### config.mk
export PLATFORM = sky130hd
export DESIGN_NAME = pie_top
export DESIGN_NICKNAME = d
export VERILOG_FILES = /design/src/verilog/pie_pkg.sv /design/src/verilog/pie_top.sv
export VERILOG_INCLUDE_DIRS = /design/src /design/src/verilog
export SDC_FILE = /design/constraint.sdc
export NUM_CORES = 1
export LEC_CHECK = 0
export BUFFER_PORTS_ARGS = -buffer_cell sky130_fd_sc_hd__buf_2
export CAP_MARGIN = 5
export CORE_UTILIZATION = 45
export DETAILED_ROUTE_END_ITERATION = 8
export HOLD_SLACK_MARGIN = 0.03
export PLACE_DENSITY = 0.62
export SYNTH_ARGS = -nofsm -noshare
export SYNTH_HDL_FRONTEND = slang
export SYNTH_SLANG_ARGS = --single-unit
### constraint.sdc
create_clock -name clk_in -period 58.2 [get_ports clk_in]
set_input_delay 5.82 -clock clk_in [delete_from_list [all_inputs] [get_ports clk_in]]
set_output_delay 5.82 -clock clk_in [all_outputs]
set_load 0.005 [all_outputs]
### src/verilog/pie_cfg.svh
// Register offsets, reset value, fixed levels, event codes and source count for the priority encoder
`ifndef PIE_CFG_SVH
`define PIE_CFG_SVH
`define PIE_ADDR_PRI_A   8'h00
`define PIE_ADDR_PRI_B   8'h04
`define PIE_ADDR_PRI_C   8'h08
`define PIE_ADDR_PRI_D   8'h0C
`define PIE_ADDR_PRI_E   8'h10
`define PIE_ADDR_EVT_PRI 8'h14
`define PIE_ADDR_EVT_SEC 8'h18
`define PIE_ADDR_CTRL    8'h1C
`define PIE_ADDR_IRQ_ST  8'h20
`define PIE_ADDR_IRQ_MSK 8'h24
`define PIE_PRI_RESET    16'h0000
`define PIE_LVL_MASKED   4'h0
`define PIE_LVL_DEBUG    5'h0F
`define PIE_LVL_NMI      5'h10
`define PIE_CODE_NMI     12'h1C0
`define PIE_CODE_DEBUG   12'h5E0
`define PIE_CODE_LVL15   12'h200
`define PIE_CODE_STEP    12'h020
`define PIE_CODE_IRQ0    12'h600
`define PIE_CODE_DMA0    12'h800
`define PIE_CODE_FIFO0   12'h900
`define PIE_CODE_CONV    12'h980
`define PIE_CODE_TMR0    12'h400
`define PIE_NUM_SRC      34
`endif

### src/verilog/pie_pkg.sv
// Types shared by the peripheral interrupt priority encoder
package pie_pkg;
   typedef enum logic [1:0] {
      PIE_BUS_IDLE,
      PIE_BUS_ACK
   } pie_bus_state_t;
   typedef logic [3:0]  pie_level_t;
   typedef logic [11:0] pie_code_t;
endpackage

### src/verilog/pie_top.sv
// Peripheral interrupt priority encoder with Wishbone register access
//
// Decided for this implementation: the register addresses and the Wishbone interface to the registers.
`include "pie_cfg.svh"
module pie_top
   import pie_pkg::*;
#(
   parameter int NUM_SRC = `PIE_NUM_SRC
) (
   // Clock and reset
   input  wire logic               clk_in,
   input  wire logic               nrst_in,
   // Wishbone slave
   input  wire logic               wb_cyc_in,
   input  wire logic               wb_stb_in,
   input  wire logic               wb_we_in,
   input  wire logic [7:0]         wb_adr_in,
   input  wire logic [3:0]         wb_sel_in,
   input  wire logic [31:0]        wb_dat_in,
   output logic      [31:0]        wb_dat_out,
   output logic                    wb_ack_out,
   // Request lines, index order is the default order
   input  wire logic [NUM_SRC-1:0] src_req_in,
   input  wire logic               nmi_req_in,
   // CPU side
   input  wire logic [3:0]         mask_level_bits_in,
   input  wire logic               cpu_accept_in,
   input  wire logic               standby_in,
   input  wire logic               osc32k_used_in,
   output logic                    cpu_req_out,
   output logic      [4:0]         cpu_level_out,
   output logic                    wake_out,
   output logic                    irq_out
);

   // Source indices, which are also the default order on equal levels:
   //    0      debug interface, level fixed
   //    1..4   request pins 0-3, fields of C
   //    5..6   request pins 4-5, low fields of D
   //    7..10  dma end, channels 0-3, E[15:12]
   //    11..14 fifo serial error, rx full, break, tx empty, E[7:4]
   //    15     conversion end, E[3:0]
   //    16..18 timer 0-2 underflow, A fields
   //    19     timer 2 capture, shares A[7:4]
   //    20..22 clock alarm, periodic, carry, A[3:0]
   //    23..26 plain serial error, rx, tx, tx end, B[7:4]
   //    27     watchdog interval, B[15:12]
   //    28..29 refresh match and overflow, B[11:8]
   //    30..33 port interrupt lanes, pairs on D[11:8] and D[15:12]

   // Register file
   logic [15:0]        priority_set_a;
   logic [15:0]        priority_set_b;
   logic [15:0]        priority_set_c;
   logic [15:0]        priority_set_d;
   logic [15:0]        priority_set_e;
   logic [11:0]        event_code_primary;
   logic [11:0]        event_code_secondary;
   logic [1:0]         ctrl_reg;
   logic [1:0]         irq_status;
   logic [1:0]         irq_mask;

   // Synchroniser stages
   logic [NUM_SRC-1:0] req_s1;
   logic [NUM_SRC-1:0] req_s2;
   logic               nmi_s1;
   logic               nmi_s2;

   // Per-source tables
   logic [3:0]         src_lvl  [NUM_SRC];
   pie_code_t          src_code [NUM_SRC];
   logic               src_lvl_based [NUM_SRC];
   logic [NUM_SRC-1:0] src_live;

   // Encoder results
   logic [4:0]         best_lvl;
   logic [5:0]         best_idx;
   logic               best_any;
   logic               wake_hit;
   logic               take;

   // Bus decode
   pie_bus_state_t     bus_state;
   logic               bus_req;
   logic               bus_wr;
   logic               bus_rd;
   logic               status_rd;

   // Next values
   pie_bus_state_t     next_bus_state;
   pie_code_t          next_code_primary;
   pie_code_t          next_code_secondary;
   logic [31:0]        next_rd_data;
   logic [1:0]         next_irq_status;

   // Pins and peripheral lines come from other domains
   // Two stages per line; only the second stage feeds any logic
   always_ff @(posedge clk_in or negedge nrst_in) begin
      if (!nrst_in) begin
         req_s1 <= '0;
         req_s2 <= '0;
         nmi_s1 <= 1'b0;
         nmi_s2 <= 1'b0;
      end else begin
         req_s1 <= src_req_in;
         req_s2 <= req_s1;
         nmi_s1 <= nmi_req_in;
         nmi_s2 <= nmi_s1;
      end
   end

   // Level per source
   always_comb begin
      for (int i = 0; i < NUM_SRC; i++) begin
         src_lvl[i] = 4'h0;
      end
      src_lvl[0] = 4'(`PIE_LVL_DEBUG);
      for (int i = 0; i < 4; i++) begin
         src_lvl[1+i]  = priority_set_c[4*i +: 4];
         src_lvl[7+i]  = priority_set_e[15:12];
         src_lvl[11+i] = priority_set_e[7:4];
      end
      for (int i = 0; i < 2; i++) begin
         src_lvl[5+i] = priority_set_d[4*i +: 4];
      end
      src_lvl[15] = priority_set_e[3:0];
      src_lvl[16] = priority_set_a[15:12];
      src_lvl[17] = priority_set_a[11:8];
      src_lvl[18] = priority_set_a[7:4];
      src_lvl[19] = priority_set_a[7:4];
      for (int i = 20; i < 23; i++) begin
         src_lvl[i] = priority_set_a[3:0];
      end
      for (int i = 23; i < 27; i++) begin
         src_lvl[i] = priority_set_b[7:4];
      end
      src_lvl[27] = priority_set_b[15:12];
      src_lvl[28] = priority_set_b[11:8];
      src_lvl[29] = priority_set_b[11:8];
      // Port lanes take the upper D fields, two lanes to a field
      for (int i = 30; i < NUM_SRC; i++) begin
         src_lvl[i] = priority_set_d[8 + 4*((i-30)/2) +: 4];
      end
   end

   // Code per source; level-based ones report the level code first
   always_comb begin
      for (int i = 0; i < NUM_SRC; i++) begin
         src_code[i]      = 12'h000;
         src_lvl_based[i] = 1'b0;
      end
      src_code[0] = `PIE_CODE_DEBUG;
      for (int i = 0; i < 6; i++) begin
         src_code[1+i] = `PIE_CODE_IRQ0 + 12'(i) * `PIE_CODE_STEP;
      end
      for (int i = 0; i < 4; i++) begin
         src_code[7+i]  = `PIE_CODE_DMA0 + 12'(i) * `PIE_CODE_STEP;
         src_code[11+i] = `PIE_CODE_FIFO0 + 12'(i) * `PIE_CODE_STEP;
      end
      src_code[15] = `PIE_CODE_CONV;
      for (int i = 1; i < 16; i++) begin
         src_lvl_based[i] = 1'b1;
      end
      // Fixed-code peripherals, codes run contiguously from timer 0
      for (int i = 16; i < 30; i++) begin
         src_code[i] = `PIE_CODE_TMR0 + 12'(i-16) * `PIE_CODE_STEP;
      end
      // Port lane codes are left to the port block
      for (int i = 30; i < NUM_SRC; i++) begin
         src_lvl_based[i] = 1'b1;
      end
   end

   // Zero-level sources drop out here, so the encoder never sees them
   for (genvar g = 0; g < NUM_SRC; g++) begin : g_live
      assign src_live[g] = req_s2[g] && (src_lvl[g] != `PIE_LVL_MASKED);
   end

   // Highest level wins; strict greater keeps lower index on ties
   always_comb begin
      best_lvl = 5'h00;
      best_idx = 6'h00;
      best_any = 1'b0;
      for (int i = 0; i < NUM_SRC; i++) begin
         if (src_live[i] && {1'b0, src_lvl[i]} > best_lvl) begin
            best_lvl = {1'b0, src_lvl[i]};
            best_idx = 6'(i);
            best_any = 1'b1;
         end
      end
      if (nmi_s2) begin
         best_lvl = `PIE_LVL_NMI;
         best_any = 1'b1;
      end
   end

   // Wake only for timer and clock sources on the slow oscillator
   always_comb begin
      wake_hit = 1'b0;
      for (int i = 16; i < 23; i++) begin
         if (req_s2[i] && src_lvl[i] > mask_level_bits_in && osc32k_used_in
             && standby_in) begin
            wake_hit = 1'b1;
         end
      end
   end

   // Mask level is only read, never driven back
   // Combinational, so an accept in this cycle sees the current winner
   assign cpu_req_out   = best_any && (best_lvl > {1'b0, mask_level_bits_in});
   assign cpu_level_out = best_any ? best_lvl : 5'h00;
   assign wake_out      = wake_hit;
   assign take          = cpu_req_out && cpu_accept_in;

   // One vector for all; the code registers let software find the source
   always_comb begin
      next_code_primary   = event_code_primary;
      next_code_secondary = event_code_secondary;
      if (take) begin
         if (nmi_s2) begin
            next_code_primary   = `PIE_CODE_NMI;
            next_code_secondary = `PIE_CODE_NMI;
         end else if (src_lvl_based[best_idx]) begin
            next_code_primary   = `PIE_CODE_LVL15
                                  + 12'(5'h0F - best_lvl) * `PIE_CODE_STEP;
            next_code_secondary = src_code[best_idx];
         end else begin
            next_code_primary   = src_code[best_idx];
            next_code_secondary = src_code[best_idx];
         end
      end
   end

   // Codes stand until the next take, so a slow handler still reads its own source
   always_ff @(posedge clk_in or negedge nrst_in) begin
      if (!nrst_in) begin
         event_code_primary   <= 12'h000;
         event_code_secondary <= 12'h000;
      end else begin
         event_code_primary   <= next_code_primary;
         event_code_secondary <= next_code_secondary;
      end
   end

   // Wishbone classic: ack one cycle after strobe, dropped the next cycle
   assign bus_req = wb_cyc_in && wb_stb_in && (bus_state == PIE_BUS_IDLE);
   assign bus_wr  = bus_req && wb_we_in;
   assign bus_rd  = bus_req && !wb_we_in;

   always_comb begin
      case (bus_state)
         PIE_BUS_IDLE: begin
            next_bus_state = bus_req ? PIE_BUS_ACK : PIE_BUS_IDLE;
         end
         PIE_BUS_ACK: begin
            next_bus_state = PIE_BUS_IDLE;
         end
         default: begin
            next_bus_state = PIE_BUS_IDLE;
         end
      endcase
   end

   // Ack is a registered copy of the accepted strobe: one wait state per access,
   // and the busy state keeps a held strobe from being taken twice
   always_ff @(posedge clk_in or negedge nrst_in) begin
      if (!nrst_in) begin
         bus_state  <= PIE_BUS_IDLE;
         wb_ack_out <= 1'b0;
      end else begin
         bus_state  <= next_bus_state;
         wb_ack_out <= bus_req;
      end
   end

   // Priority registers, byte lanes 0 and 1 only
   // Upper lanes are ignored because every priority register is 16 bits wide
   always_ff @(posedge clk_in or negedge nrst_in) begin
      if (!nrst_in) begin
         priority_set_a <= `PIE_PRI_RESET;
         priority_set_b <= `PIE_PRI_RESET;
         priority_set_c <= `PIE_PRI_RESET;
         priority_set_d <= `PIE_PRI_RESET;
         priority_set_e <= `PIE_PRI_RESET;
         ctrl_reg       <= 2'b00;
         irq_mask       <= 2'b00;
      end else if (bus_wr) begin
         for (int b = 0; b < 2; b++) begin
            if (wb_sel_in[b]) begin
               case (wb_adr_in)
                  `PIE_ADDR_PRI_A: priority_set_a[8*b +: 8] <= wb_dat_in[8*b +: 8];
                  `PIE_ADDR_PRI_B: priority_set_b[8*b +: 8] <= wb_dat_in[8*b +: 8];
                  `PIE_ADDR_PRI_C: priority_set_c[8*b +: 8] <= wb_dat_in[8*b +: 8];
                  `PIE_ADDR_PRI_D: priority_set_d[8*b +: 8] <= wb_dat_in[8*b +: 8];
                  `PIE_ADDR_PRI_E: priority_set_e[8*b +: 8] <= wb_dat_in[8*b +: 8];
                  default: ;
               endcase
            end
         end
         if (wb_sel_in[0] && wb_adr_in == `PIE_ADDR_IRQ_MSK) begin
            irq_mask <= wb_dat_in[1:0];
         end
         if (wb_sel_in[0] && wb_adr_in == `PIE_ADDR_CTRL) begin
            ctrl_reg <= wb_dat_in[1:0];
         end
      end
   end

   // Sticky events: bit0 request taken, bit1 wake; set beats read-clear
   // The set term is ORed last, so an event in the clearing cycle is kept
   assign status_rd = bus_rd && (wb_adr_in == `PIE_ADDR_IRQ_ST);

   always_comb begin
      next_irq_status = irq_status;
      if (status_rd) begin
         next_irq_status = 2'b00;
      end
      next_irq_status = next_irq_status | {wake_hit, take};
   end

   always_ff @(posedge clk_in or negedge nrst_in) begin
      if (!nrst_in) begin
         irq_status <= 2'b00;
      end else begin
         irq_status <= next_irq_status;
      end
   end

   // Enable bits let software keep a status bit without raising the line
   assign irq_out = |(irq_status & irq_mask & ctrl_reg);

   // Read mux; unmapped offsets read as zero
   always_comb begin
      case (wb_adr_in)
         `PIE_ADDR_PRI_A:   next_rd_data = {16'h0000, priority_set_a};
         `PIE_ADDR_PRI_B:   next_rd_data = {16'h0000, priority_set_b};
         `PIE_ADDR_PRI_C:   next_rd_data = {16'h0000, priority_set_c};
         `PIE_ADDR_PRI_D:   next_rd_data = {16'h0000, priority_set_d};
         `PIE_ADDR_PRI_E:   next_rd_data = {16'h0000, priority_set_e};
         `PIE_ADDR_EVT_PRI: next_rd_data = {20'h0_0000, event_code_primary};
         `PIE_ADDR_EVT_SEC: next_rd_data = {20'h0_0000, event_code_secondary};
         `PIE_ADDR_CTRL:    next_rd_data = {30'h0000_0000, ctrl_reg};
         `PIE_ADDR_IRQ_ST:  next_rd_data = {30'h0000_0000, irq_status};
         `PIE_ADDR_IRQ_MSK: next_rd_data = {30'h0000_0000, irq_mask};
         default:           next_rd_data = 32'h0000_0000;
      endcase
   end

   // Read data is registered and held until the next read of any register
   always_ff @(posedge clk_in or negedge nrst_in) begin
      if (!nrst_in) begin
         wb_dat_out <= 32'h0000_0000;
      end else if (bus_rd) begin
         wb_dat_out <= next_rd_data;
      end
   end

endmodule
* After elaboration in Yosys (flattened, before gate mapping) *
Memory sizes are Yosys's and may differ from the RTL's.
Index checks and enable logic that the tools add are counted.

operators by class
  bitwise logic cells = 4
  mux-type cells = 122
  reduce and logical (&&, ||, !) cells = 130
  equal/unequal tests = 9
  add/sub/neg operators = 2
  magnitude comparators = 39

operator list
  cell                      number
  $mux W6                   32
  $mux W5                   35
  $gt A4 B5 Y1              33
  $pmux W16 S10             1
  $logic_and A1 B1 Y1       96
  $reduce_bool A4 Y1        18
  $mux W12                  5
  $mux W1                   47
  $eq A8 B5 Y1 const B      4
  $reduce_and A3 Y1         10
  $eq A8 B4 Y1 const B      2
  $eq A8 B6 Y1 const B      2
  $gt A4 B4 Y1              4
  $add A11 B11 Y12 const A  1
  $eq A8 B3 Y1 const B      1
  $logic_not A8 Y1          1
  $ge A7 B7 Y1 const B      1
  $not A6 Y7                1
  $sub A4 B5 Y6 const A     1
  $gt A5 B4 Y1              1
  $and A2 B2 Y2             2
  $mux W4                   1
  $reduce_and A2 Y1         2
  $logic_not A2 Y1          1
  other kinds (4)           4

word-level totals
  logic and storage cells = 330
  memories kept = 2
  bits in registers = 215
  memory bits (read-only) = 832
  output and inout bits = 41
  bits of input ports = 91

memories
  memory           depth  bits a word  read ports  clocked after memory_dff  write ports  RTL line        RTL
  (no name shown)  64     12           1           0                         0            pie_top.sv:229  next_code_secondary = src_code[best_idx];
  (no name shown)  64     1            1           0                         0            pie_top.sv:223  end else if (src_lvl_based[best_idx]) begin

* Longest topological paths before layout *
  depth in word-level cells = 106
  mapped depth = 257
  mapped depth without buffers = 249

* Least setup slack after synthesis *
OpenSTA, ideal clock, no wires.

  path kind = register to output
  from = register req_s2[0]
  to = output cpu_req_out
  setup slack = 7.625 ns
  arrival = 44.755 ns
  data required time = 52.380 ns
  stages on the path, launching flop included = 231
  buffers on the path = 7
  cells stage by stage = dfrtp_1 > inv_1 > ha_1 > a21oi_2 > o221ai_2 > and3_1 > buf_6 > a21oi_2 > a21oi_1 > ha_1 > nor2b_1 > o211ai_1 > a21o_1 > mux2_2 > ha_1 > a21oi_1 > a211o_1 > mux2_2 > [... 195 more ...] > nand3_1 > nor2_1 > inv_1 > mux2i_1 > ha_1 > nor2b_1 > o21ai_0 > nand2b_1 > a21oi_1 > nor2_1 > nor2_1 > clkbuf_1 > nor2_1 > a211oi_1 > ha_1 > a211oi_1 > o31ai_1 > o21a_1

between the ends
  word-level cells in the longest chain between the ends = 103
  elaborated cells on any way between the ends = 138
  those cells by class = order compare: 34; mux: 70; reduce/logical: 34

RTL lines
  element                 RTL line        RTL
  start, declared         pie_top.sv:65   logic [NUM_SRC-1:0] req_s2;
  start signal, assigned  pie_top.sv:106  req_s2 <= req_s1;
  $mux W4                 pie_top.sv:185  if (src_live[i] && {1'b0, src_lvl[i]} > best_lvl) begin
  $gt A4 B5 Y1            pie_top.sv:185
  $logic_and A1 B1 Y1     pie_top.sv:185
  $mux W5                 pie_top.sv:185
  $gt A4 B5 Y1            pie_top.sv:185
  $logic_and A1 B1 Y1     pie_top.sv:185
  $mux W5                 pie_top.sv:185
  $gt A4 B5 Y1            pie_top.sv:185
  [... 87 more ...]       n/a
  $logic_and A1 B1 Y1     pie_top.sv:185
  $mux W5                 pie_top.sv:185
  $gt A4 B5 Y1            pie_top.sv:185
  $logic_and A1 B1 Y1     pie_top.sv:185
  $mux W5                 pie_top.sv:185
  $mux W5                 pie_top.sv:191  if (nmi_s2) begin
  $gt A5 B4 Y1            pie_top.sv:210  assign cpu_req_out = best_any && (best_lvl > {1'b0, mask_level_bits_in});
  $logic_and A1 B1 Y1 *   pie_top.sv:210
  end, declared           pie_top.sv:30   output logic cpu_req_out,

Mark *: on every way between the ends. The rest lies on a longest branch, timed or not.

* Final worst setup path *
Same ends and word-level chain as after synthesis.

==> results.cfg <==
[status]
status = complete, no violations

[cts]
clk_transition_reported_paths_ps = 80
clock_path_buffers = 2
number_of_buffers_created_by_cts = 17
cts_num_sinks = 187
clock_insertion_delay_worst_skew_ps = 460
cts.htree.levels = 4
cts_root_buf = sky130_fd_sc_hd__clkbuf_16
cts_tree = done

[finish]
top_regs = req_s1 x34, req_s2 x34
area_growth_pct = 12.8
multi_input_area_sq_mm = 0.00890
final-seq-area_sq_mm = 0.00468
num-fill-cells = 2907
num-nets-final = 1820
layout_cell_share_with_drive_strength_beyond_1 = 0.213

[logic_synthesis]
synthArstFlopShare = 1.00
synth_cell_types = 100
total_of_flip_flops_plus_latches_after_synthesis = 187
yosysWarningCount = 0
synth_commonest_cells = sky130_fd_sc_hd__dfrtp_1, sky130_fd_sc_hd__nand2_1, sky130_fd_sc_hd__ha_1
syn_area_per_cell_sq_um = 9.32
synth_sequential_area_ratio = 0.335
synth-edff-count = 0
yosys_most_used_dff = sky130_fd_sc_hd__dfrtp_1
syn_area_sq_mm = 0.0140
synth_top_area_frac = 0.335
post_synth_main_area_contributors = sky130_fd_sc_hd__dfrtp_1, sky130_fd_sc_hd__ha_1, sky130_fd_sc_hd__mux2_2
synth.most_common_cell = sky130_fd_sc_hd__dfrtp_1
synth.largest_area_cell = sky130_fd_sc_hd__dfrtp_1
synthCells = 1501

[route]
initialDrtViolationCount = 963
drt_pass1_iterations = 8
drt-total-wl_mm = 41.7
avgRoutedWirePerCell_um = 20.7
route.detailed.drc = 0
drt-vias-per-instance = 6.14
postRouteAntennaNets = 0
routed-via-count = 12400

[die]
placeable_core_region_sq_mm = 0.0306
die_height_um = 178
rows = 64
die-area_sq_mm = 0.0318
initial_utilization = 0.457
boundaryPins = 132
floorplan.die.width_um = 178

[timing]
period_minus_slack_ps = 54690
clock_skew_ps = 13.9
final.setup.worst_slack_ps = 3510
timing.slew.headroom = 0.203
post-route-period-util = 0.940
slew_viol_final = 0
timing_hold_violations_final = 0
finalSetupViolCount = 0
maxClockFrequency_mhz = 18.3
worst_slew_pin_slew_ps = 1190

[setup_path]
critical_path.max_stage_delay_ps = 450
setup.worst_path.end = cpu_req_out
worstPathMaxFanout = 12
critical_path.slowest_cell = sky130_fd_sc_hd__dfrtp_1
cp-startpoint = req_s2[0]$_DFF_PN0_
worstPathArrival_ps = 48870
r2r_end = event_code_primary[5]$_DFFE_PN0P_
worstSetupEndpointType = primary output
worst-setup-path-type = reg2out
reg2reg_depth = 232
critical_path.startpoint_type = flop
critPathRequiredTime_ps = 52380
r2r_start = req_s2[0]$_DFF_PN0_
cp_common_cell = sky130_fd_sc_hd__ha_1
setup.reg_to_reg.worst_slack_ps = 8980

[job]
cap_viol_max_count = 0

[placement]
routabilityCongestion = 0.956
dpl.hpwl_mm = 31.6
io_buffer_count = 97
detailedPlace.worstSlack_ps = 1020

[global_route]
grt_first_pass_wirelength_mm = 65.2
first_global_vias = 11700
antenna_found_initial = 2
grt_usage = 0.269
grt_overflow_total = 0
grt_max_degree = 71

[min_path]
class_of_the_worst_hold_path = reg2reg
per-stage QoR:
step / hold slack, ps / util / instance area, sq um / TNS, ps / instances
after floorplan: 331 / - / 14000 / 0 / 1516
after global placement: 332 / 0.486 / 14900 / 0 / 1967
after detailed placement: 335 / 0.486 / 14900 / 0 / 1967
after CTS: 353 / 0.506 / 15500 / 0 / 1999
after global routing: 356 / 0.516 / 15800 / -66.9 / 2013
final: 350 / 0.516 / 15800 / 0 / 2014
cell usage in the layout (no fill, tap or decap), drive strengths merged, types with 9 or more instances in the layout:
| master | Yosys | layout |
|---|---|---|
| nand3 | 38 | 38 |
| dfrtp | 187 | 187 |
| inv | 93 | 101 |
| clkbuf | 37 | 18 |
| nor2 | 88 | 88 |
| conb | 1 | 16 |
| nand4 | 30 | 30 |
| mux2 | 103 | 103 |
| buf | 24 | 128 |
| a21o | 24 | 24 |
| o21a | 17 | 17 |
| ha | 126 | 126 |
| nor2b | 30 | 30 |
| or3 | 14 | 14 |
| mux2i | 32 | 32 |
| nor4 | 15 | 15 |
| o21ai | 94 | 94 |
| or4 | 15 | 15 |
| nand2 | 137 | 137 |
| and2 | 11 | 11 |
| nor3 | 24 | 24 |
| a22oi | 11 | 11 |
| o2111ai | 9 | 9 |
| o31ai | 10 | 10 |
| a211o | 11 | 11 |
| a31oi | 14 | 14 |
| o211ai | 22 | 22 |
| a222oi | 23 | 23 |
| a211oi | 19 | 19 |
| a21oi | 107 | 107 |
| nand2b | 16 | 16 |
worst min-delay path by stage:
stage | from | depth (start not counted) | to | slack (ps)
6_report | req_s1[13]$_DFF_PN0_ | 0 | req_s2[13]$_DFF_PN0_ | 350
3_3_place_gp | req_s1[9]$_DFF_PN0_ | 0 | req_s2[9]$_DFF_PN0_ | 330
5_1_grt | req_s1[26]$_DFF_PN0_ | 0 | req_s2[26]$_DFF_PN0_ | 360
3_5_place_dp | req_s1[21]$_DFF_PN0_ | 0 | req_s2[21]$_DFF_PN0_ | 330
2_1_floorplan | nmi_s1$_DFF_PN0_ | 0 | nmi_s2$_DFF_PN0_ | 330
4_1_cts | req_s1[26]$_DFF_PN0_ | 0 | req_s2[26]$_DFF_PN0_ | 350
area by class of cell:
cell class | instances | area share
Antenna cell | 2 | 0.000317
Clock buffer | 17 | 0.0270
Clock inverter | 15 | 0.0112
Inverter | 94 | 0.0224
Multi-Input combinational cell | 1174 | 0.564
Sequential cell | 187 | 0.297
Tap cell | 396 | 0.0314
Timing Repair Buffer | 129 | 0.0466
cell families (layout without fill, tap and decap cells):
group                    after synthesis  count (layout)  synth area share
AO/OA/AOI/OAI                        444             444             0.231
AND/OR/NAND/NOR                      443             443             0.159
flip-flops                           187             187             0.335
buffers and inverters                155             255            0.0482
multiplexers                         137             137             0.109
adder cells (fa/ha/maj)              126             126             0.113
XOR/XNOR                               8               8           0.00501
other                                  1              18          0.000268
critical path: cells and delay by family (launching register included):
family / cells / cell delay (ps)
AO/OA/AOI/OAI: 92 / 20040
adder cells (fa/ha/maj): 32 / 9280
buffers and inverters: 22 / 2790
flip-flops: 1 / 450
multiplexers: 20 / 6150
AND/OR/NAND/NOR: 65 / 9620
repair_timing:
item / CTS / global route
setup endpoints to repair: 0 / 5
resized for setup: 0 / 41
setup buffers: 0 / 13
hold buffers: 0 / 0
layer usage:
metal / GRT usage / up-vias / share of wire
li1: - / 5828 / -
met1: 0.372 / 6006 / 0.46
met2: 0.430 / 453 / 0.45
met3: 0.0403 / 72 / 0.061
met4: 0.0855 / 0 / 0.025
met5: 0 / - / 0
Power is left out: the tool's default activity adds up to more than one toggle a clock period on the data nets, which glitch-free logic cannot reach.
